<file path="src/design/sic_pkg.sv">
// ----------
// Shared constants for the stepper indexer and chopper
// ----------
`default_nettype none
package sic_pkg;

  // ----------
  // Timing
  // ----------
  localparam int CLOCK_KHZ = 100000;
  localparam int CLOCK_PERIOD_NS = 10;
  localparam int PWM_FREQ_KHZ = 50;
  localparam int PWM_CYCLES = CLOCK_KHZ / PWM_FREQ_KHZ;
  // Blanking and dead time are least times, so they round up
  localparam int BLANK_NS = 3750;
  localparam int BLANK_CYCLES = (BLANK_NS + CLOCK_PERIOD_NS - 1) / CLOCK_PERIOD_NS;
  localparam int DEAD_NS = 400;
  localparam int DEAD_CYCLES = (DEAD_NS + CLOCK_PERIOD_NS - 1) / CLOCK_PERIOD_NS;
  // Fast part of mixed decay is a longest time, so it rounds down
  localparam int MIXED_FAST_NS = 2500;
  localparam int MIXED_FAST_CYCLES = MIXED_FAST_NS / CLOCK_PERIOD_NS;

  // ----------
  // Indexer
  // ----------
  localparam logic [6:0] HOME_POSITION = 7'h10;
  localparam logic [6:0] FULL_STEP_OFFSET = 7'h10;
  localparam logic [2:0] SEL_FULL = 3'h0;
  localparam logic [2:0] SEL_HALF = 3'h1;
  localparam logic [2:0] SEL_QUARTER = 3'h2;
  localparam logic [2:0] SEL_EIGHTH = 3'h3;
  localparam logic [2:0] SEL_SIXTEENTH = 3'h4;
  // Winding current in percent over one quarter turn, 1/32 step apart
  localparam logic [6:0] SINE_TABLE [0:32] = '{
    7'h00, 7'h05, 7'h0A, 7'h0F, 7'h14, 7'h18, 7'h1D, 7'h22, 7'h26, 7'h2B, 7'h2F,
    7'h33, 7'h38, 7'h3C, 7'h3F, 7'h43, 7'h47, 7'h4A, 7'h4D, 7'h50, 7'h53, 7'h56,
    7'h58, 7'h5A, 7'h5C, 7'h5E, 7'h60, 7'h61, 7'h62, 7'h63, 7'h64, 7'h64, 7'h64};

  // ----------
  // Register map
  // ----------
  localparam logic [7:0] REG_CONTROL = 8'h00;
  localparam logic [7:0] REG_STATUS = 8'h04;
  localparam logic [7:0] REG_DAC = 8'h08;
  localparam logic [31:0] CONTROL_RESET = 32'h0000_0000;
  localparam int CTRL_MIXED_BIT = 0;
  localparam int STAT_POS_LSB = 0;
  localparam int STAT_HOME_BIT = 7;
  localparam int STAT_SEL_LSB = 8;
  localparam int STAT_DRIVE_BIT = 11;
  localparam int DAC_A_LSB = 0;
  localparam int DAC_A_NEG_BIT = 7;
  localparam int DAC_B_LSB = 8;
  localparam int DAC_B_NEG_BIT = 15;
  localparam logic [1:0] RESP_OKAY = 2'h0;
  localparam logic [1:0] RESP_SLVERR = 2'h2;

  // Bridge sequencer states, Gray coded along off-dead-drive-dead-decay
  typedef enum logic [2:0] {
    ST_OFF = 3'h0,
    ST_DEAD_ON = 3'h1,
    ST_DRIVE = 3'h3,
    ST_DEAD_DECAY = 3'h2,
    ST_DECAY = 3'h6
  } sic_state_type;

endpackage

`default_nettype wire

</file>
<file path="src/design/sic_bridge_chopper.sv">
`timescale 1ns/1ps
`default_nettype none

// ----------
// One H-bridge: fixed-period chopper with blanking and dead time
// ----------
module sic_bridge_chopper (
  // Clock and reset
  input wire logic clock,
  input wire logic reset_n,
  // Control
  input wire logic pwmStart,
  input wire logic driveAllow,
  input wire logic currentNegative,
  input wire logic currentZero,
  input wire logic chopTrip,
  input wire logic decayFast,
  input wire logic decayMixed,
  // Gate drive
  output logic firstHigh,
  output logic firstLow,
  output logic secondHigh,
  output logic secondLow
);

  sic_pkg::sic_state_type state_r, state_nxt;
  logic [8:0] count_r, count_nxt;
  logic fastPhase_r, fastPhase_nxt;
  logic negative_r;
  logic negNow;
  logic countDone;
  logic driveOn, fastOn, slowOn;

  assign countDone = (count_r == 9'h000);
  // Polarity only follows the indexer while every gate is off
  assign negNow = (state_r == sic_pkg::ST_OFF || state_r == sic_pkg::ST_DEAD_ON) ?
                  currentNegative : negative_r;

  // Next state of the sequencer
  always_comb begin
    state_nxt = state_r;
    fastPhase_nxt = fastPhase_r;
    count_nxt = countDone ? count_r : count_r - 9'h001;
    case (state_r)
      sic_pkg::ST_OFF: begin
        if (pwmStart && !currentZero) begin
          state_nxt = sic_pkg::ST_DEAD_ON;
          count_nxt = 9'(sic_pkg::DEAD_CYCLES - 1);
        end
      end
      sic_pkg::ST_DEAD_ON: begin
        if (countDone) begin
          state_nxt = sic_pkg::ST_DRIVE;
          count_nxt = 9'(sic_pkg::BLANK_CYCLES - 1);
        end
      end
      sic_pkg::ST_DRIVE: begin
        // Trip is looked at only once blanking ran out
        if (countDone && chopTrip) begin
          state_nxt = sic_pkg::ST_DEAD_DECAY;
          count_nxt = 9'(sic_pkg::DEAD_CYCLES - 1);
          fastPhase_nxt = decayFast | decayMixed;
        end
      end
      sic_pkg::ST_DEAD_DECAY: begin
        if (countDone) begin
          state_nxt = sic_pkg::ST_DECAY;
          count_nxt = (fastPhase_r && decayMixed) ? 9'(sic_pkg::MIXED_FAST_CYCLES - 1) :
                      9'h000;
        end
      end
      sic_pkg::ST_DECAY: begin
        if (pwmStart && !currentZero) begin
          state_nxt = sic_pkg::ST_DEAD_ON;
          count_nxt = 9'(sic_pkg::DEAD_CYCLES - 1);
        end else if (fastPhase_r && decayMixed && countDone) begin
          // Fast to slow swaps the half-bridge that was high to low, so dead time again
          state_nxt = sic_pkg::ST_DEAD_DECAY;
          count_nxt = 9'(sic_pkg::DEAD_CYCLES - 1);
          fastPhase_nxt = 1'b0;
        end
      end
      default: begin
        state_nxt = sic_pkg::ST_OFF;
      end
    endcase
    if (!driveAllow) begin
      state_nxt = sic_pkg::ST_OFF;
    end
  end

  // Gate pattern of the next state; registered so the pins never glitch
  assign driveOn = (state_nxt == sic_pkg::ST_DRIVE);
  assign fastOn = (state_nxt == sic_pkg::ST_DECAY) && fastPhase_nxt;
  assign slowOn = (state_nxt == sic_pkg::ST_DECAY) && !fastPhase_nxt;

  // Sequencer registers
  always_ff @(posedge clock or negedge reset_n) begin
    if (!reset_n) begin
      state_r <= sic_pkg::ST_OFF;
      count_r <= 9'h000;
      fastPhase_r <= 1'b0;
      negative_r <= 1'b0;
    end else begin
      state_r <= state_nxt;
      count_r <= count_nxt;
      fastPhase_r <= fastPhase_nxt;
      negative_r <= negNow;
    end
  end

  // Gates: drive is first terminal high for positive current
  always_ff @(posedge clock or negedge reset_n) begin
    if (!reset_n) begin
      firstHigh <= 1'b0;
      firstLow <= 1'b0;
      secondHigh <= 1'b0;
      secondLow <= 1'b0;
    end else begin
      firstHigh <= (driveOn && !negNow) || (fastOn && negNow);
      secondLow <= (driveOn && !negNow) || (fastOn && negNow) || slowOn;
      secondHigh <= (driveOn && negNow) || (fastOn && !negNow);
      firstLow <= (driveOn && negNow) || (fastOn && !negNow) || slowOn;
    end
  end

endmodule

`default_nettype wire

</file>
<file path="src/design/sic_stepper_indexer_chopper.sv">
// Function
// Each rising step edge moves the indexer to the next sequence entry.
// Rotation sense high walks forward, low walks the same sequence backward.
// After a resolution change, next step lands on a state valid for it.
// Home state is 45 degrees, taken at reset and while init is low.
// Select 0 full 71%, 1 half, 2 quarter, 3 eighth, 4 sixteenth, else 1/32.
// Bridge drives until trip, then stays off until next 50 kHz period.
// Trip compares five times sense voltage against the scaled reference.
// Internal DAC scales each winding reference from the indexer state.
// Sense ignored for 3.75 us after a bridge turns current on.
// Every on-phase lasts at least the blanking time. Disable or sleep still cuts an on-phase short.
// Fast, slow and mixed decay are supported after a chop.
// Positive current drives the first terminal above the second.
// Undriven direction, step, init and select inputs read low.
// Controller keeps steps under 250 kHz, high and low 1.9 us each.
// Controller waits 200 ns after enabling bridges before stepping.
// Controller waits 1 ms after leaving low power before stepping.
// Low-power request stops driving the motor.
// Decay select low picks slow decay, high picks fast decay. With the control mixed bit set, both levels give mixed decay.
// Drive only when enabled and awake; position is kept otherwise. Steps still move it while disabled but awake.
// Dead time separates turning off one FET and on its partner.
`timescale 1ns/1ps
`default_nettype none

module sic_stepper_indexer_chopper (
  // Clock and reset
  input wire logic clock,
  input wire logic reset_n,
  // Step and direction interface
  input wire logic stepInput,
  input wire logic rotationSense,
  input wire logic [2:0] microstepSelect,
  input wire logic indexerInit_n,
  input wire logic bridgeDriveAllow_n,
  input wire logic lowPowerRequest_n,
  input wire logic decaySelect,
  // Chop comparator results, high once five times sense reaches reference
  input wire logic chopTripA,
  input wire logic chopTripB,
  // Bridge A gates
  output logic windingTerminalFirstHighA,
  output logic windingTerminalFirstLowA,
  output logic windingTerminalSecondHighA,
  output logic windingTerminalSecondLowA,
  // Bridge B gates
  output logic windingTerminalFirstHighB,
  output logic windingTerminalFirstLowB,
  output logic windingTerminalSecondHighB,
  output logic windingTerminalSecondLowB,
  // Reference DAC codes, percent of full scale
  output logic [6:0] chopReferenceScaleA,
  output logic [6:0] chopReferenceScaleB,
  // AXI4-Lite write address
  input wire logic [7:0] s_axi_awaddr,
  input wire logic s_axi_awvalid,
  output logic s_axi_awready,
  // AXI4-Lite write data
  input wire logic [31:0] s_axi_wdata,
  input wire logic [3:0] s_axi_wstrb,
  input wire logic s_axi_wvalid,
  output logic s_axi_wready,
  // AXI4-Lite write response
  output logic [1:0] s_axi_bresp,
  output logic s_axi_bvalid,
  input wire logic s_axi_bready,
  // AXI4-Lite read address
  input wire logic [7:0] s_axi_araddr,
  input wire logic s_axi_arvalid,
  output logic s_axi_arready,
  // AXI4-Lite read data
  output logic [31:0] s_axi_rdata,
  output logic [1:0] s_axi_rresp,
  output logic s_axi_rvalid,
  input wire logic s_axi_rready
);

  // ----------
  // Step edge detection and indexer
  // ----------
  logic stepPrev_r;
  logic [6:0] position_r, position_nxt;
  logic stepRise, stepAccept, asleep, driveAllow;
  logic [6:0] stepSize, stepMask, stepOffset, relPos, relFwd, relRev, positionStep;
  logic relAligned;

  // Open pins are pulled low by the pads, so an idle step pin is no edge
  assign stepRise = stepInput && !stepPrev_r;
  assign asleep = !lowPowerRequest_n;
  assign driveAllow = !bridgeDriveAllow_n && lowPowerRequest_n;
  // Steps are dropped while asleep or held in init
  assign stepAccept = stepRise && !asleep && indexerInit_n;

  // Step size in 1/32 units; codes above sixteenth all give 1/32
  assign stepSize = (microstepSelect == sic_pkg::SEL_FULL) ? 7'h20 :
                    (microstepSelect == sic_pkg::SEL_HALF) ? 7'h10 :
                    (microstepSelect == sic_pkg::SEL_QUARTER) ? 7'h08 :
                    (microstepSelect == sic_pkg::SEL_EIGHTH) ? 7'h04 :
                    (microstepSelect == sic_pkg::SEL_SIXTEENTH) ? 7'h02 : 7'h01;
  // Full step sits on the 45 degree diagonals, the 71% points
  assign stepOffset = (microstepSelect == sic_pkg::SEL_FULL) ?
                      sic_pkg::FULL_STEP_OFFSET : 7'h00;
  assign stepMask = ~(stepSize - 7'h01);
  assign relPos = position_r - stepOffset;
  assign relAligned = ((relPos & ~stepMask) == 7'h00);
  // Snapping to the grid of the new size makes a resolution change safe
  assign relFwd = (relPos & stepMask) + stepSize;
  assign relRev = relAligned ? relPos - stepSize : (relPos & stepMask);
  assign positionStep = (rotationSense ? relFwd : relRev) + stepOffset;

  // Init pin wins over a step in the same cycle
  assign position_nxt = !indexerInit_n ? sic_pkg::HOME_POSITION :
                        stepAccept ? positionStep : position_r;

  // Indexer position, 128 states of 1/32 step per electrical turn
  always_ff @(posedge clock or negedge reset_n) begin
    if (!reset_n) begin
      stepPrev_r <= 1'b0;
      position_r <= sic_pkg::HOME_POSITION;
    end else begin
      stepPrev_r <= stepInput;
      position_r <= position_nxt;
    end
  end

  // ----------
  // Current DAC lookup
  // ----------
  logic [1:0] quadrant;
  logic [5:0] tableFwd, tableRev;
  logic [6:0] sineFwd, sineRev, magA, magB;
  logic negA, negB;
  logic negA_r, negB_r;

  assign quadrant = position_r[6:5];
  assign tableFwd = {1'b0, position_r[4:0]};
  assign tableRev = 6'h20 - tableFwd;
  assign sineFwd = sic_pkg::SINE_TABLE[tableFwd];
  assign sineRev = sic_pkg::SINE_TABLE[tableRev];
  // Winding A is cosine, B is sine of the angle
  assign magA = quadrant[0] ? sineFwd : sineRev;
  assign magB = quadrant[0] ? sineRev : sineFwd;
  assign negA = quadrant[1] ^ quadrant[0];
  assign negB = quadrant[1];

  // Reference scale per winding, one cycle behind the position
  always_ff @(posedge clock or negedge reset_n) begin
    if (!reset_n) begin
      chopReferenceScaleA <= 7'h00;
      chopReferenceScaleB <= 7'h00;
      negA_r <= 1'b0;
      negB_r <= 1'b0;
    end else begin
      chopReferenceScaleA <= magA;
      chopReferenceScaleB <= magB;
      negA_r <= negA;
      negB_r <= negB;
    end
  end

  // ----------
  // PWM period divider
  // ----------
  logic [10:0] pwmCount_r;
  logic pwmStart_r;
  logic pwmWrap;

  assign pwmWrap = (pwmCount_r == 11'(sic_pkg::PWM_CYCLES - 1));

  // One start pulse per 50 kHz period, shared by both bridges
  always_ff @(posedge clock or negedge reset_n) begin
    if (!reset_n) begin
      pwmCount_r <= 11'h000;
      pwmStart_r <= 1'b0;
    end else begin
      pwmCount_r <= pwmWrap ? 11'h000 : pwmCount_r + 11'h001;
      pwmStart_r <= pwmWrap;
    end
  end

  // ----------
  // Bridges
  // ----------
  logic [31:0] control_r;
  logic decayMixed;

  assign decayMixed = control_r[sic_pkg::CTRL_MIXED_BIT];

  // Trip inputs already hold the five-times sense comparison
  sic_bridge_chopper bridgeA (
    .clock(clock),
    .reset_n(reset_n),
    .pwmStart(pwmStart_r),
    .driveAllow(driveAllow),
    .currentNegative(negA_r),
    .currentZero(chopReferenceScaleA == 7'h00),
    .chopTrip(chopTripA),
    .decayFast(decaySelect),
    .decayMixed(decayMixed),
    .firstHigh(windingTerminalFirstHighA),
    .firstLow(windingTerminalFirstLowA),
    .secondHigh(windingTerminalSecondHighA),
    .secondLow(windingTerminalSecondLowA)
  );

  sic_bridge_chopper bridgeB (
    .clock(clock),
    .reset_n(reset_n),
    .pwmStart(pwmStart_r),
    .driveAllow(driveAllow),
    .currentNegative(negB_r),
    .currentZero(chopReferenceScaleB == 7'h00),
    .chopTrip(chopTripB),
    .decayFast(decaySelect),
    .decayMixed(decayMixed),
    .firstHigh(windingTerminalFirstHighB),
    .firstLow(windingTerminalFirstLowB),
    .secondHigh(windingTerminalSecondHighB),
    .secondLow(windingTerminalSecondLowB)
  );

  // ----------
  // AXI4-Lite slave
  // ----------
  logic [7:0] awaddr_r;
  logic [31:0] wdata_r;
  logic [3:0] wstrb_r;
  logic awTake, wTake, writeDo, arTake;
  logic wrControl, wrKnown, rdKnown;
  logic [31:0] statusWord, dacWord, readWord;

  assign awTake = s_axi_awvalid && s_axi_awready;
  assign wTake = s_axi_wvalid && s_axi_wready;
  // Write runs once both halves are held and the last answer is gone
  assign writeDo = !s_axi_awready && !s_axi_wready && !s_axi_bvalid;
  assign arTake = s_axi_arvalid && s_axi_arready;
  assign wrControl = ({awaddr_r[7:2], 2'h0} == sic_pkg::REG_CONTROL);
  assign wrKnown = wrControl || ({awaddr_r[7:2], 2'h0} == sic_pkg::REG_STATUS) ||
                   ({awaddr_r[7:2], 2'h0} == sic_pkg::REG_DAC);
  assign rdKnown = ({s_axi_araddr[7:2], 2'h0} == sic_pkg::REG_CONTROL) ||
                   ({s_axi_araddr[7:2], 2'h0} == sic_pkg::REG_STATUS) ||
                   ({s_axi_araddr[7:2], 2'h0} == sic_pkg::REG_DAC);

  // Read views of the block's own state
  always_comb begin
    statusWord = 32'h0000_0000;
    statusWord[sic_pkg::STAT_POS_LSB +: 7] = position_r;
    statusWord[sic_pkg::STAT_HOME_BIT] = (position_r == sic_pkg::HOME_POSITION);
    statusWord[sic_pkg::STAT_SEL_LSB +: 3] = microstepSelect;
    statusWord[sic_pkg::STAT_DRIVE_BIT] = driveAllow;
    dacWord = 32'h0000_0000;
    dacWord[sic_pkg::DAC_A_LSB +: 7] = chopReferenceScaleA;
    dacWord[sic_pkg::DAC_A_NEG_BIT] = negA_r;
    dacWord[sic_pkg::DAC_B_LSB +: 7] = chopReferenceScaleB;
    dacWord[sic_pkg::DAC_B_NEG_BIT] = negB_r;
  end

  assign readWord = ({s_axi_araddr[7:2], 2'h0} == sic_pkg::REG_CONTROL) ? control_r :
                    ({s_axi_araddr[7:2], 2'h0} == sic_pkg::REG_STATUS) ? statusWord :
                    ({s_axi_araddr[7:2], 2'h0} == sic_pkg::REG_DAC) ? dacWord :
                    32'h0000_0000;

  // Write channels: address and data are taken in either order
  always_ff @(posedge clock or negedge reset_n) begin
    if (!reset_n) begin
      s_axi_awready <= 1'b1;
      s_axi_wready <= 1'b1;
      s_axi_bvalid <= 1'b0;
      s_axi_bresp <= sic_pkg::RESP_OKAY;
      awaddr_r <= 8'h00;
      wdata_r <= 32'h0000_0000;
      wstrb_r <= 4'h0;
    end else begin
      if (awTake) begin
        s_axi_awready <= 1'b0;
        awaddr_r <= s_axi_awaddr;
      end
      if (wTake) begin
        s_axi_wready <= 1'b0;
        wdata_r <= s_axi_wdata;
        wstrb_r <= s_axi_wstrb;
      end
      if (writeDo) begin
        s_axi_awready <= 1'b1;
        s_axi_wready <= 1'b1;
        s_axi_bvalid <= 1'b1;
        s_axi_bresp <= wrKnown ? sic_pkg::RESP_OKAY : sic_pkg::RESP_SLVERR;
      end else if (s_axi_bvalid && s_axi_bready) begin
        s_axi_bvalid <= 1'b0;
      end
    end
  end

  // Control register, byte lanes honoured; status and DAC ignore writes
  always_ff @(posedge clock or negedge reset_n) begin
    if (!reset_n) begin
      control_r <= sic_pkg::CONTROL_RESET;
    end else if (writeDo && wrControl) begin
      for (int b = 0; b < 4; b++) begin
        if (wstrb_r[b]) begin
          control_r[b*8 +: 8] <= wdata_r[b*8 +: 8];
        end
      end
    end
  end

  // Read channel: answer one cycle after the address is taken
  always_ff @(posedge clock or negedge reset_n) begin
    if (!reset_n) begin
      s_axi_arready <= 1'b1;
      s_axi_rvalid <= 1'b0;
      s_axi_rdata <= 32'h0000_0000;
      s_axi_rresp <= sic_pkg::RESP_OKAY;
    end else if (arTake) begin
      s_axi_arready <= 1'b0;
      s_axi_rvalid <= 1'b1;
      s_axi_rdata <= readWord;
      s_axi_rresp <= rdKnown ? sic_pkg::RESP_OKAY : sic_pkg::RESP_SLVERR;
    end else if (s_axi_rvalid && s_axi_rready) begin
      s_axi_rvalid <= 1'b0;
      s_axi_arready <= 1'b1;
    end
  end

endmodule

`default_nettype wire

</file>
<file path="config.mk">
export PLATFORM = sky130hd
export DESIGN_NAME = sic_stepper_indexer_chopper
export DESIGN_NICKNAME = d
export VERILOG_FILES = /design/src/design/sic_pkg.sv /design/src/design/sic_bridge_chopper.sv /design/src/design/sic_stepper_indexer_chopper.sv
export SDC_FILE = /design/constraint.sdc
export NUM_CORES = 1
export LEC_CHECK = 0
export BUFFER_PORTS_ARGS = -buffer_cell sky130_fd_sc_hd__buf_2
export CAP_MARGIN = 20
export CORE_MARGIN = 2
export CORE_UTILIZATION = 65
export CTS_BUF_LIST = sky130_fd_sc_hd__clkbuf_2 sky130_fd_sc_hd__clkbuf_4 sky130_fd_sc_hd__clkbuf_8
export DETAILED_ROUTE_END_ITERATION = 8
export PLACE_DENSITY = 0.88
export SETUP_SLACK_MARGIN = 0.15
export SYNTH_ARGS = -nofsm -noshare
export SYNTH_HDL_FRONTEND = slang
export SYNTH_SLANG_ARGS = --single-unit
</file>
<file path="constraint.sdc">
create_clock -name clock -period 8.73 [get_ports clock]
set_input_delay 1.746 -clock clock [delete_from_list [all_inputs] [get_ports clock]]
set_output_delay 1.746 -clock clock [all_outputs]
set_load 0.02 [all_outputs]
</file>
==> metrics.yaml, run 1 <==
pwr:
  net_switching_component_of_the_power_uw: 859
  intPower_mw: 1.72
  power.density_nw_per_um2: 230
  seq_power_share_pct: 49.7
  power.static_leakage_nw: 5.16
  total_power_mw: 2.58
  p_clk_share_pct: 24.3
  p_sw_share_pct: 33.2
  peakVddDrop_uv: 155
  pwr-share-comb_pct: 26.0
outcome:
  run_status: "finished clean"
clocking:
  htreeDepth: 4
  tritoncts.num_buffers: 17
  clock-root-buffer: "sky130_fd_sc_hd__clkbuf_8"
  cts_num_sinks: 185
  cts-hold-fix-buffers: 0
  clock_path_buffers: 2
  clock_latency_at_the_later_pin_of_the_worst_skew_pair_ps: 490
  worst_setup_hold_path_clk_slew_ps: 90
  postCtsSetupRepairBufs: 0
  tritoncts: "yes"
  cts_repair_resizes: 0
synthesis:
  synth_enable_flop_cells: 0
  yosys.area.top_type: "sky130_fd_sc_hd__dfrtp_1"
  synth_area_leaders: "sky130_fd_sc_hd__dfrtp_1 (45%), sky130_fd_sc_hd__mux2_2 (9.3%), sky130_fd_sc_hd__o21ai_0 (4.8%), sky130_fd_sc_hd__nand2_1 (4.6%), sky130_fd_sc_hd__ha_1 (3.7%)"
  synth_cell_type_count: 78
  yosysWarnings: 0
  mean_instance_size_in_the_synthesized_netlist_sq_um: 9.93
  netlist.area_leader.share_pct: 45.1
  syn_inst: 1012
  post_synth_design_cell_area_sq_um: 10000
  ys_seq_elements: 185
  synth_flop_cell: "sky130_fd_sc_hd__dfrtp_1"
  synth-seq-area-share_pct: 46.1
  asyncSetResetFlopFracSynth_pct: 100
final_layout:
  final_nets: 1218
  fillerInstances: 1001
  area_of_combinational_cells_with_multiple_inputs_sq_um: 5060
  final-instance-count-excl-fill: 1318
  final_cell_area_sq_um: 11200
  area.sequential_sq_um: 4630
  share_of_cells_above_drive_strength_1_pct: 23.9
  layout_commonest_cell: "sky130_fd_sc_hd__dfrtp_1"
  mostFrequentLayoutCells: "sky130_fd_sc_hd__dfrtp_1 (181), sky130_fd_sc_hd__buf_2 (125), sky130_fd_sc_hd__nand2_1 (121)"
  areaGrowthSynthToFinish_pct: 11.6
timing:
  finalClockSkew_ps: 14.1
  setup_ws_ps: 4040
  clock.fmax_mhz: 213
  timing.final.hold_violations: 0
  finalWorstPathRequiredPeriod_ps: 4690
  setup_tns_ps: 0
  final_count_of_negative_setup_slack_endpoints: 0
  timing.max_slew.rel_slack_pct: 40.2
  finalCritPeriodShare_pct: 53.7
  max_slew.worst_pin.slew_ps: 896
  unrepaired_setup_endpoints_after_global_routing: "false"
  timing.final.max_slew_violations: 0
critical_path:
  worstSetupPathType: "input pin to register"
  cp_startpoint: "microstepSelect[2]"
  crit_path_end_kind: "register"
  critical_path_peak_fanout: 13
  start_kind: "input pin"
  r2r-start: "position_r[1]"
  worstPathArrival_ps: 5100
  worstPathRequired_ps: 9140
hold_path:
  worstHoldPathType: "register to register"
  min_from: "pwmCount_r[0]"
placed_design:
  numPortBuffers: 126
  post-place-ws_ps: 3610
  gp_routability_congestion: 0.929
  placement.cell_area_sq_um: 10800
  dp_hpwl_mm: 17.1
  dpl.cell_count: 1284
drt:
  routed-via-count: 8387
  top_signal_layer_used: "met4"
  route.detailed.drc: 0
  firstDrtPassIters: 5
  antenna_left: 0
  routedWlPerCell_um: 18.7
  met3WireLength_mm: 1.72
  drtIter0Drc: 925
  viasPerCell: 6.36
  route.final.wire_length_mm: 24.6
  met1Wirelength_mm: 10.1
  dr_wl_met2_mm: 11.9
global_route:
  pin_count_of_the_biggest_net_entering_global_routing: 114
  initial_antenna_violation_count: 2
  global_route.usage.total_pct: 30.2
  grt_pass1_vias: 7694
  global_route_congestion_overflow_total: 0
  first_pass_grt_wire_length_mm: 38.8
floorplanning:
  boundaryPins: 133
  width_of_the_die_um: 128
  die_area_sq_um: 16500
  placementRows: 45
  die_y_um: 128
  placeableCoreArea_sq_um: 15100
  initial_utilization_pct: 66.3
run:
  cap_violations: 0
## power by group through the flow
stage,registers [mW],logic [mW],clock network (mW)
2_1_floorplan,1.26,0.473,0
3_3_place_gp,1.27,0.632,0
3_5_place_dp,1.29,0.664,0
4_1_cts,1.28,0.671,0.630
5_1_grt,1.31,0.735,0.668
6_report,1.28,0.672,0.628
## state kept, by name, indices dropped and copies added (netlist names), 3 cells and up
signal / count
s_axi_rdata: 32
position_r: 7
awaddr_r: 6
pwmCount_r: 11
bridgeB.state_r: 3
bridgeA.count_r: 9
control_r: 32
wstrb_r: 4
wdata_r: 32
chopReferenceScaleA: 7
bridgeB.count_r: 9
chopReferenceScaleB: 7
bridgeA.state_r: 3
## Yosys cell counts (all sizes together) (12+ instances only)
cell type / count
xnor2: 16
a31oi: 12
ha: 30
dfrtp: 181
nand2: 123
inv: 44
clkbuf: 41
mux2i: 23
nor2b: 12
o211ai: 12
nand3: 20
a21oi: 35
mux2: 86
xor2: 16
nor3: 26
nand2b: 15
o21ai: 97
a22oi: 14
nor2: 56
## cell families after synthesis
family | Yosys count | share of synthesized area, %
xor+xnor | 32 | 2.86
compound gates | 250 | 16.1
other cells | 1 | 0.0373
mux | 110 | 12.2
buf+inv | 93 | 3.59
simple gates | 306 | 14.7
flops | 185 | 46.1
fa+ha+maj | 35 | 4.43
## stage by stage
step,util [%],hold WS (ps)
4_1_cts,74.0,477
5_1_grt,74.1,507
6_report,74.1,472
2_1_floorplan,-,425
3_3_place_gp,71.2,438
3_5_place_dp,71.2,464
## per-layer routing
layer | GRT usage, % | vias to the layer above
li1 | - | 3833
met5 | 0 | -
met3 | 4.88 | 74
met4 | 13.5 | 0
met2 | 48.5 | 384
met1 | 40.9 | 4096
## final cells by class
| cell class | count | share of cell area (%) |
|---|---|---|
| antenna | 2 | 0.0446 |
| inverter | 44 | 1.47 |
| sequential | 185 | 41.3 |
| multi-input combinational | 735 | 45.1 |
| timing repair buffer | 133 | 6.15 |
| tap | 188 | 2.10 |
| clock buffer | 18 | 2.15 |
| clock inverter | 13 | 1.63 |
## worst paths after layout
check	depth (start not counted)	endpoint	slack (ps)
worst max register to register	15	position_r[6]	4800
worst min register to register	1	pwmCount_r[0]	470
worst min-delay path	1	pwmCount_r[0]	470
worst max-delay path	15	position_r[6]	4040
min in group asynchronous	1	bridgeA.count_r[7]	1370
max in group asynchronous	2	control_r[16]	5890
## worst max-delay path, stage by stage
cell and delay (ps):
sky130_fd_sc_hd__buf_2 180, sky130_fd_sc_hd__nor3_2 420, sky130_fd_sc_hd__ha_1 380, sky130_fd_sc_hd__nor2_1 130
sky130_fd_sc_hd__ha_1 290, sky130_fd_sc_hd__a21oi_1 340, sky130_fd_sc_hd__o211ai_1 170, sky130_fd_sc_hd__a311o_1 370
sky130_fd_sc_hd__o221ai_1 80, sky130_fd_sc_hd__ha_1 190, sky130_fd_sc_hd__xnor2_1 150, sky130_fd_sc_hd__nor2_1 70
sky130_fd_sc_hd__o221a_1 120, sky130_fd_sc_hd__nor3_1 240, sky130_fd_sc_hd__mux2i_1 200
Power figures use the tool's default switching activity.
==> run 2: changes to the inputs <==
--- a/config.mk
+++ b/config.mk
@@ -5,13 +5,14 @@
 export SDC_FILE = /design/constraint.sdc
 export NUM_CORES = 1
 export LEC_CHECK = 0
+export ABC_AREA = 1
 export BUFFER_PORTS_ARGS = -buffer_cell sky130_fd_sc_hd__buf_2
 export CAP_MARGIN = 20
 export CORE_MARGIN = 2
-export CORE_UTILIZATION = 65
+export CORE_UTILIZATION = 60
 export CTS_BUF_LIST = sky130_fd_sc_hd__clkbuf_2 sky130_fd_sc_hd__clkbuf_4 sky130_fd_sc_hd__clkbuf_8
 export DETAILED_ROUTE_END_ITERATION = 8
-export PLACE_DENSITY = 0.88
+export PLACE_DENSITY = 0.83
 export SETUP_SLACK_MARGIN = 0.15
 export SYNTH_ARGS = -nofsm -noshare
 export SYNTH_HDL_FRONTEND = slang
==> constraint.sdc (replaced) <==
create_clock -name clock -period 4.7 [get_ports clock]
set_input_delay 0.94 -clock clock [delete_from_list [all_inputs] [get_ports clock]]
set_output_delay 0.94 -clock clock [all_outputs]
set_load 0.02 [all_outputs]
==> metrics.yaml, run 2 <==
outcome:
  run_status: "finished clean"  # unchanged
critical_path:
  worstSetupPathType: "input pin to register"  # unchanged
  crit_path_end_kind: "register"  # unchanged
  worstPathArrival_ps: 3660  # was 5100 ps
  worstSetupEndpoint: "position_r[6]"  # unchanged
  crit-reg2reg-capture: "position_r[6]"  # unchanged
  cp_num_buf_inv: 5  # was 1
  start_kind: "input pin"  # unchanged
  cp.depth: 20  # was 15
  critPathSlowestCell: "sky130_fd_sc_hd__ha_1"  # was sky130_fd_sc_hd__nor3_2
  reg2regPathDepth: 17  # was 15
  worstPathRequired_ps: 5120  # was 9140 ps
  r2r-start: "position_r[4]"  # was position_r[1]
  worstPathCellList: "buf_2, nor2_2, nand2_2, inv_2, ha_1, inv_1, ha_1, inv_1, o21ai_0, a21oi_1, nand2_1, xor2_1, o21ai_0, nand2_1, ha_1, xnor2_1, inv_1, nand3_1, nand3_1, nand2_1"  # was buf_2, nor3_2, ha_1, nor2_1, ha_1, a21oi_1, o211ai_1, a311o_1, o221ai_1, ha_1, xnor2_1, nor2_1, o221a_1, nor3_1, mux2i_1
  r2r_setup_slack_ps: 1590  # was 4800 ps
  cpLargestDelayFamily: "adder cells"  # was compound AO/OA/AOI/OAI gates
  cp_startpoint: "microstepSelect[2]"  # unchanged
  biggest_cell_delay_along_the_critical_path_ps: 270  # was 420 ps
  critical_path_peak_fanout: 7  # was 13
floorplanning:
  die_y_um: 133  # was 128 um
  width_of_the_die_um: 133  # was 128 um
  initial_utilization_pct: 60.6  # was 66.3%
  boundaryPins: 133  # unchanged
  placementRows: 47  # was 45
  die_area_sq_um: 17600  # was 16,500 sq um
  placeableCoreArea_sq_um: 16400  # was 15,100 sq um
global_route:
  first_pass_grt_wire_length_mm: 38.5  # was 38.8 mm
  global_route.usage.total_pct: 27.2  # was 30.2%
  initial_antenna_violation_count: 0  # was 2
  grt_pass1_vias: 8100  # was 7,694
  global_route_congestion_overflow_total: 0  # unchanged
  pin_count_of_the_biggest_net_entering_global_routing: 131  # was 114
synthesis:
  asyncSetResetFlopFracSynth_pct: 100  # unchanged
  yosysWarnings: 0  # unchanged
  synthMostInstantiatedCell: "sky130_fd_sc_hd__nand2_1"  # was sky130_fd_sc_hd__dfrtp_1
  synthTopCellsByCount: "sky130_fd_sc_hd__nand2_1 (289), sky130_fd_sc_hd__dfrtp_1 (181), sky130_fd_sc_hd__inv_1 (142)"  # was sky130_fd_sc_hd__dfrtp_1 (181), sky130_fd_sc_hd__nand2_1 (122), sky130_fd_sc_hd__o21ai_0 (96)
  syn_inst: 1209  # was 1,012
  ys_seq_elements: 185  # unchanged
  synth_flop_cell: "sky130_fd_sc_hd__dfrtp_1"  # unchanged
  yosys.area.top_type: "sky130_fd_sc_hd__dfrtp_1"  # unchanged
  mean_instance_size_in_the_synthesized_netlist_sq_um: 8.23  # was 9.93 sq um
  synth_enable_flop_cells: 0  # unchanged
  synth-seq-area-share_pct: 46.6  # was 46.1%
  post_synth_design_cell_area_sq_um: 9950  # was 10,000 sq um
  netlist.area_leader.share_pct: 45.5  # was 45.1%
  synth_area_leaders: "sky130_fd_sc_hd__dfrtp_1 (46%), sky130_fd_sc_hd__nand2_1 (11%), sky130_fd_sc_hd__inv_1 (5.4%), sky130_fd_sc_hd__o21ai_0 (5.2%), sky130_fd_sc_hd__mux2_2 (4.1%)"  # was sky130_fd_sc_hd__dfrtp_1 (45%), sky130_fd_sc_hd__mux2_2 (9.3%), sky130_fd_sc_hd__o21ai_0 (4.8%), sky130_fd_sc_hd__nand2_1 (4.6%), sky130_fd_sc_hd__ha_1 (3.7%)
  synth_cell_type_count: 57  # was 78
run:
  cap_violations: 0  # unchanged
timing:
  clock.fmax_mhz: 309
  unrepaired_setup_endpoints_after_global_routing: "false"  # unchanged
  timing.max_slew.rel_slack_pct: 33.1  # was 40.2%
  finalClockSkew_ps: 15.4  # was 14.1 ps
  finalWorstPathRequiredPeriod_ps: 3240
  finalCritPeriodShare_pct: 68.9
  timing.final.max_slew_violations: 0  # unchanged
  setup_tns_ps: 0  # unchanged
  final_count_of_negative_setup_slack_endpoints: 0  # unchanged
  max_slew.worst_pin.slew_ps: 1000  # was 896 ps
  timing.final.hold_violations: 0  # unchanged
drt:
  route.detailed.drc: 0  # unchanged
  route.final.wire_length_mm: 23.2  # was 24.6 mm
  routed-via-count: 8599  # was 8,387
  drtIter0Drc: 725  # was 925
  routedWlPerCell_um: 14.9  # was 18.7 um
  viasPerCell: 5.52  # was 6.36
  firstDrtPassIters: 5  # unchanged
  antenna_left: 0  # unchanged
placed_design:
  numPortBuffers: 126  # unchanged
  dp_hpwl_mm: 17.0  # was 17.1 mm
  gp_routability_congestion: 0.950  # was 0.929
clocking:
  clock_latency_at_the_later_pin_of_the_worst_skew_pair_ps: 480  # was 490 ps
  tritoncts.num_buffers: 17  # unchanged
  htreeDepth: 4  # unchanged
  clock_path_buffers: 2  # unchanged
  tritoncts: "yes"  # unchanged
  cts-hold-fix-buffers: 0  # unchanged
  cts_repair_resizes: 0  # unchanged
  clock-root-buffer: "sky130_fd_sc_hd__clkbuf_8"  # unchanged
  postCtsSetupRepairBufs: 0  # unchanged
  worst_setup_hold_path_clk_slew_ps: 90  # about the same
  cts_num_sinks: 185  # unchanged
final_layout:
  mostFrequentLayoutCells: "sky130_fd_sc_hd__nand2_1 (288), sky130_fd_sc_hd__dfrtp_1 (181), sky130_fd_sc_hd__inv_1 (142)"  # was sky130_fd_sc_hd__dfrtp_1 (181), sky130_fd_sc_hd__buf_2 (125), sky130_fd_sc_hd__nand2_1 (121)
  areaGrowthSynthToFinish_pct: 12.2  # was 11.6%
  fillerInstances: 1306  # was 1,001
  share_of_cells_above_drive_strength_1_pct: 19.2  # was 23.9%
  final_design_utilization_pct: 68.1  # was 74.1%
  layout_commonest_cell: "sky130_fd_sc_hd__nand2_1"  # was sky130_fd_sc_hd__dfrtp_1
  final_nets: 1427  # was 1,218
  number_of_diodes: 0  # was 2
  registers_with_the_most_flip_flops: "control_r: 32 flops, s_axi_rdata: 32 flops, wdata_r: 32 flops"  # unchanged
pwr:
  power.density_nw_per_um2: 427  # was 230 nW/um^2
  peakVddDrop_uv: 326  # was 155 uV
  power.static_leakage_nw: 5.88  # was 5.16 nW
  total_power_mw: 4.77  # was 2.58 mW
hold_path:
  worstHoldPathType: "register to register"  # unchanged
## run 2: logic make-up after synthesis
family | after synthesis | synth area share [%]
multiplexers | 36 | 4.07
XOR/XNOR | 16 | 1.41
other | 1 | 0.0377
buffers and inverters | 188 | 7.67
flip-flops | 185 | 46.6
adder cells (fa/ha/maj) | 32 | 4.17
AO/OA/AOI/OAI | 211 | 12.3
AND/OR/NAND/NOR | 540 | 23.8
## run 2: final cells by class
cell class                      instances  area (sq um)  area share (%)
Clock buffer                           19           249            2.23
Multi-Input combinational cell        837          4560            40.8
Inverter                              154           586            5.24
Clock inverter                         13           184            1.65
Timing Repair Buffer                  130           682            6.11
Sequential cell                       185          4630            41.5
Tap cell                              220           275            2.46
## run 2: layer usage
| layer | up-vias | global-route usage [%] | part of all wire [%] |
|---|---|---|---|
| li1 | 4199 | - | - |
| met1 | 4039 | 36.2 | 43 |
| met4 | 0 | 11.1 | 3.5 |
| met2 | 302 | 44.8 | 48 |
| met5 | - | 0 | 0 |
| met3 | 59 | 4.44 | 5.5 |
## run 2: how the worst min path moves through the flow
stage,from,end,slack [ps],depth (start not counted)
after CTS,pwmCount_r[10],pwmCount_r[10],470,1
after floorplan,pwmCount_r[0],pwmCount_r[0],430,1
after global routing,s_axi_rdata[28],s_axi_rdata[28],500,2
after global placement,pwmCount_r[10],pwmCount_r[10],450,1
final,pwmCount_r[0],pwmCount_r[0],470,1
after detailed placement,pwmCount_r[10],pwmCount_r[10],450,1
## run 2: power breakdown
part | total (mW) | switching [mW] | internal (mW)
combinational | 1.29 | 0.777 | 0.516
clock | 1.16 | 0.601 | 0.555
sequential | 2.32 | 0.293 | 2.02
total | 4.77 | 1.67 | 3.10
## run 2: through the flow
stage                     instance area (sq um)  hold slack (ps)  setup WS [ps]  cells
after floorplan                            9950              433           1490   1210
after global placement                    10700              451           1130   1526
after detailed placement                  10700              453            999   1526
after CTS                                 11200              470           1490   1558
after global routing                      11200              496           1240   1558
final                                     11200              470           1460   1558
## run 2: worst reg2reg max path, cell delays in order (launching register included)
cell                      delay, ps
sky130_fd_sc_hd__dfstp_2        570
sky130_fd_sc_hd__inv_1          200
sky130_fd_sc_hd__ha_1           380
sky130_fd_sc_hd__inv_1           80
sky130_fd_sc_hd__ha_1           330
sky130_fd_sc_hd__inv_1           80
sky130_fd_sc_hd__o21ai_0        100
sky130_fd_sc_hd__a21oi_1        120
sky130_fd_sc_hd__nand2_1         90
sky130_fd_sc_hd__xor2_1         140
sky130_fd_sc_hd__o21ai_0        160
sky130_fd_sc_hd__nand2_1         80
sky130_fd_sc_hd__ha_1           210
sky130_fd_sc_hd__xnor2_1        210
sky130_fd_sc_hd__inv_1           70
sky130_fd_sc_hd__nand3_1         80
sky130_fd_sc_hd__nand3_1         80
sky130_fd_sc_hd__nand2_1         70
==> run 3: changes to the inputs <==
--- a/config.mk
+++ b/config.mk
@@ -9,10 +9,10 @@
 export BUFFER_PORTS_ARGS = -buffer_cell sky130_fd_sc_hd__buf_2
 export CAP_MARGIN = 20
 export CORE_MARGIN = 2
-export CORE_UTILIZATION = 60
+export CORE_UTILIZATION = 54
 export CTS_BUF_LIST = sky130_fd_sc_hd__clkbuf_2 sky130_fd_sc_hd__clkbuf_4 sky130_fd_sc_hd__clkbuf_8
 export DETAILED_ROUTE_END_ITERATION = 8
-export PLACE_DENSITY = 0.83
+export PLACE_DENSITY = 0.78
 export SETUP_SLACK_MARGIN = 0.15
 export SYNTH_ARGS = -nofsm -noshare
 export SYNTH_HDL_FRONTEND = slang
==> constraint.sdc (replaced) <==
create_clock -name clock -period 2.65 [get_ports clock]
set_input_delay 0.53 -clock clock [delete_from_list [all_inputs] [get_ports clock]]
set_output_delay 0.53 -clock clock [all_outputs]
set_load 0.02 [all_outputs]
==> metrics.yaml, run 3 (synthesis gave the netlist of run 2 again) <==
run:
  cap_violations: 0  # unchanged
floorplanning:
  die_y_um: 140  # was 133 um
  placementRows: 49  # was 47
  width_of_the_die_um: 140  # was 133 um
  boundaryPins: 133  # unchanged
  die_area_sq_um: 19500  # was 17,600 sq um
  initial_utilization_pct: 55.2  # was 60.6%
  placeableCoreArea_sq_um: 18000  # was 16,400 sq um
critical_path:
  crit_path_end_kind: "register"  # unchanged
  r2r_setup_slack_ps: 170  # was 1590 ps
  start_kind: "register"  # was input pin
  crit-reg2reg-capture: "position_r[6]"  # unchanged
  reg2regPathDepth: 17  # unchanged
  worstPathRequired_ps: 3020  # was 5120 ps
  critical_path_peak_fanout: 3  # was 7
  worstSetupPathType: "register to register"  # was input pin to register
  r2r-start: "position_r[4]"  # unchanged
  worstPathArrival_ps: 2840  # was 3660 ps
timing:
  timing.final.hold_violations: 0  # unchanged
  hold-worst-slack_ps: 89.2  # was 470 ps
  unrepaired_setup_endpoints_after_global_routing: "true"  # was false
  finalClockSkew_ps: 14.8  # was 15.4 ps
  finalWorstPathRequiredPeriod_ps: 2480
  finalCritPeriodShare_pct: 93.5
  timing.max_slew.rel_slack_pct: 55.8  # was 33.1%
  setup_tns_ps: 0  # unchanged
  timing.final.max_slew_violations: 0  # unchanged
  final_count_of_negative_setup_slack_endpoints: 0  # unchanged
  max_slew.worst_pin.slew_ps: 663  # was 1000 ps
  clock.fmax_mhz: 404
final_layout:
  mostFrequentLayoutCells: "sky130_fd_sc_hd__nand2_1 (286), sky130_fd_sc_hd__dfrtp_1 (181), sky130_fd_sc_hd__inv_1 (135)"  # was sky130_fd_sc_hd__nand2_1 (288), sky130_fd_sc_hd__dfrtp_1 (181), sky130_fd_sc_hd__inv_1 (142)
  final_design_utilization_pct: 64.7  # was 68.1%
  fillerInstances: 1543  # was 1,306
  registers_with_the_most_flip_flops: "control_r: 32 flops, s_axi_rdata: 32 flops, wdata_r: 32 flops"  # unchanged
  area_of_combinational_cells_with_multiple_inputs_sq_um: 4660  # was 4560 sq um
  areaGrowthSynthToFinish_pct: 17.2  # was 12.2%
  share_of_cells_above_drive_strength_1_pct: 23.6  # was 19.2%
  layout_commonest_cell: "sky130_fd_sc_hd__nand2_1"  # unchanged
  final_nets: 1472  # was 1,427
  area.sequential_sq_um: 4630  # unchanged
pwr:
  total_power_mw: 8.58  # was 4.77 mW
  peakVddDrop_uv: 554  # was 326 uV
  power.density_nw_per_um2: 736  # was 427 nW/um^2
  power.static_leakage_nw: 6.11  # was 5.88 nW
drt:
  routedWlPerCell_um: 15.0  # was 14.9 um
  drtIter0Drc: 703  # was 725
  routed-via-count: 8776  # was 8,599
  viasPerCell: 5.44  # was 5.52
  antenna_left: 0  # unchanged
  route.final.wire_length_mm: 24.3  # was 23.2 mm
  route.detailed.drc: 0  # unchanged
  firstDrtPassIters: 5  # unchanged
global_route:
  grt_pass1_vias: 8304  # was 8,100
  global_route_congestion_overflow_total: 0  # unchanged
  first_pass_grt_wire_length_mm: 39.9  # was 38.5 mm
  global_route.usage.total_pct: 25.3  # was 27.2%
  pin_count_of_the_biggest_net_entering_global_routing: 82  # was 131
  initial_antenna_violation_count: 1  # was 0
placed_design:
  gp_routability_congestion: 0.924  # was 0.950
  dp_hpwl_mm: 18.2  # was 17.0 mm
  numPortBuffers: 126  # unchanged
clocking:
  cts_num_sinks: 185  # unchanged
  worst_setup_hold_path_clk_slew_ps: 110  # was 90 ps
  tritoncts: "yes"  # unchanged
  tritoncts.num_buffers: 17  # unchanged
  clock-root-buffer: "sky130_fd_sc_hd__clkbuf_8"  # unchanged
  clock_path_buffers: 2  # unchanged
  cts-hold-fix-buffers: 0  # unchanged
  htreeDepth: 4  # unchanged
  clock_latency_at_the_later_pin_of_the_worst_skew_pair_ps: 480  # about the same
outcome:
  run_status: "finished clean"  # unchanged
hold_path:
  worstHoldPathType: "input pin to asynchronous set/reset pin"  # was register to register
[run 3: cell types whose count changed in the layout (fill, tap and decap cells not counted), moves of 4 or more]
cell,before,now
sky130_fd_sc_hd__buf_4,3,46
sky130_fd_sc_hd__ha_1,30,26
sky130_fd_sc_hd__nor2_1,105,101
sky130_fd_sc_hd__inv_1,142,135
[run 3: final cells by class]
type / count / area share [%]
well taps: 229 / 2.46
flip-flops and latches: 185 / 39.7
diodes: 1 / 0.0215
clock buffers: 17 / 2.01
multi-input cells: 837 / 39.9
clock inverters: 15 / 1.75
inverters: 154 / 5.12
repair buffers: 175 / 8.96
[run 3: power breakdown]
part	leakage [nW]	switching, mW	internal, mW
logic	3.54	1.44	0.985
registers	2.35	0.497	3.59
clock network	0.220	1.17	0.901
[run 3: critical path: stages, from the launching register on]
cell and delay (ps):
sky130_fd_sc_hd__dfstp_2 550, sky130_fd_sc_hd__inv_2 50, sky130_fd_sc_hd__ha_4 290, sky130_fd_sc_hd__inv_4 40, sky130_fd_sc_hd__ha_4 220, sky130_fd_sc_hd__inv_2 50, sky130_fd_sc_hd__o21ai_1 70, sky130_fd_sc_hd__a21oi_1 110
sky130_fd_sc_hd__nand2_1 100, sky130_fd_sc_hd__xor2_1 150, sky130_fd_sc_hd__o21ai_1 110, sky130_fd_sc_hd__nand2_1 60, sky130_fd_sc_hd__ha_2 180, sky130_fd_sc_hd__xnor2_2 130, sky130_fd_sc_hd__inv_1 60, sky130_fd_sc_hd__nand3_1 70
sky130_fd_sc_hd__nand3_1 70, sky130_fd_sc_hd__nand2_1 60
[run 3: stage by stage]
| stage | cells | area [sq um] | setup WS, ps |
|---|---|---|---|
| 2_1_floorplan | 1210 | 10000 | 94.8 |
| 3_5_place_dp | 1579 | 11200 | -220 |
| 5_1_grt | 1613 | 11700 | 39.3 |
| 3_3_place_gp | 1579 | 11200 | -160 |
| 6_report | 1613 | 11700 | 173 |
| 4_1_cts | 1612 | 11600 | 158 |
[run 3: how the worst max path moves through the flow]
| stage | cells past startpoint | startpoint | to |
|---|---|---|---|
| 3_3_place_gp | 17 | microstepSelect[1] | position_r[6] |
| 4_1_cts | 18 | position_r[4] | position_r[6] |
| 6_report | 17 | position_r[4] | position_r[6] |
| 2_1_floorplan | 19 | microstepSelect[1] | position_r[6] |
| 3_5_place_dp | 17 | microstepSelect[1] | position_r[6] |
| 5_1_grt | 17 | position_r[4] | position_r[6] |
[run 3: repair_timing]
action / CTS / global route
pin swaps: 11 / 10
resized for setup: 4 / 10
setup buffers: 1 / 0
setup endpoints to repair: 1 / 11
[run 3: per-layer routing]
| layer | vias to the layer above | GRT usage, % | share of wire (%) | wire length, um |
|---|---|---|---|---|
| met2 | 295 | 42.5 | 49 | 12000 |
| li1 | 4276 | - | - | - |
| met1 | 4155 | 33.2 | 42 | 10200 |
| met4 | 0 | 9.05 | 2.9 | 712 |
| met3 | 50 | 4.20 | 5.6 | 1370 |
| met5 | - | 0 | 0 | 0 |
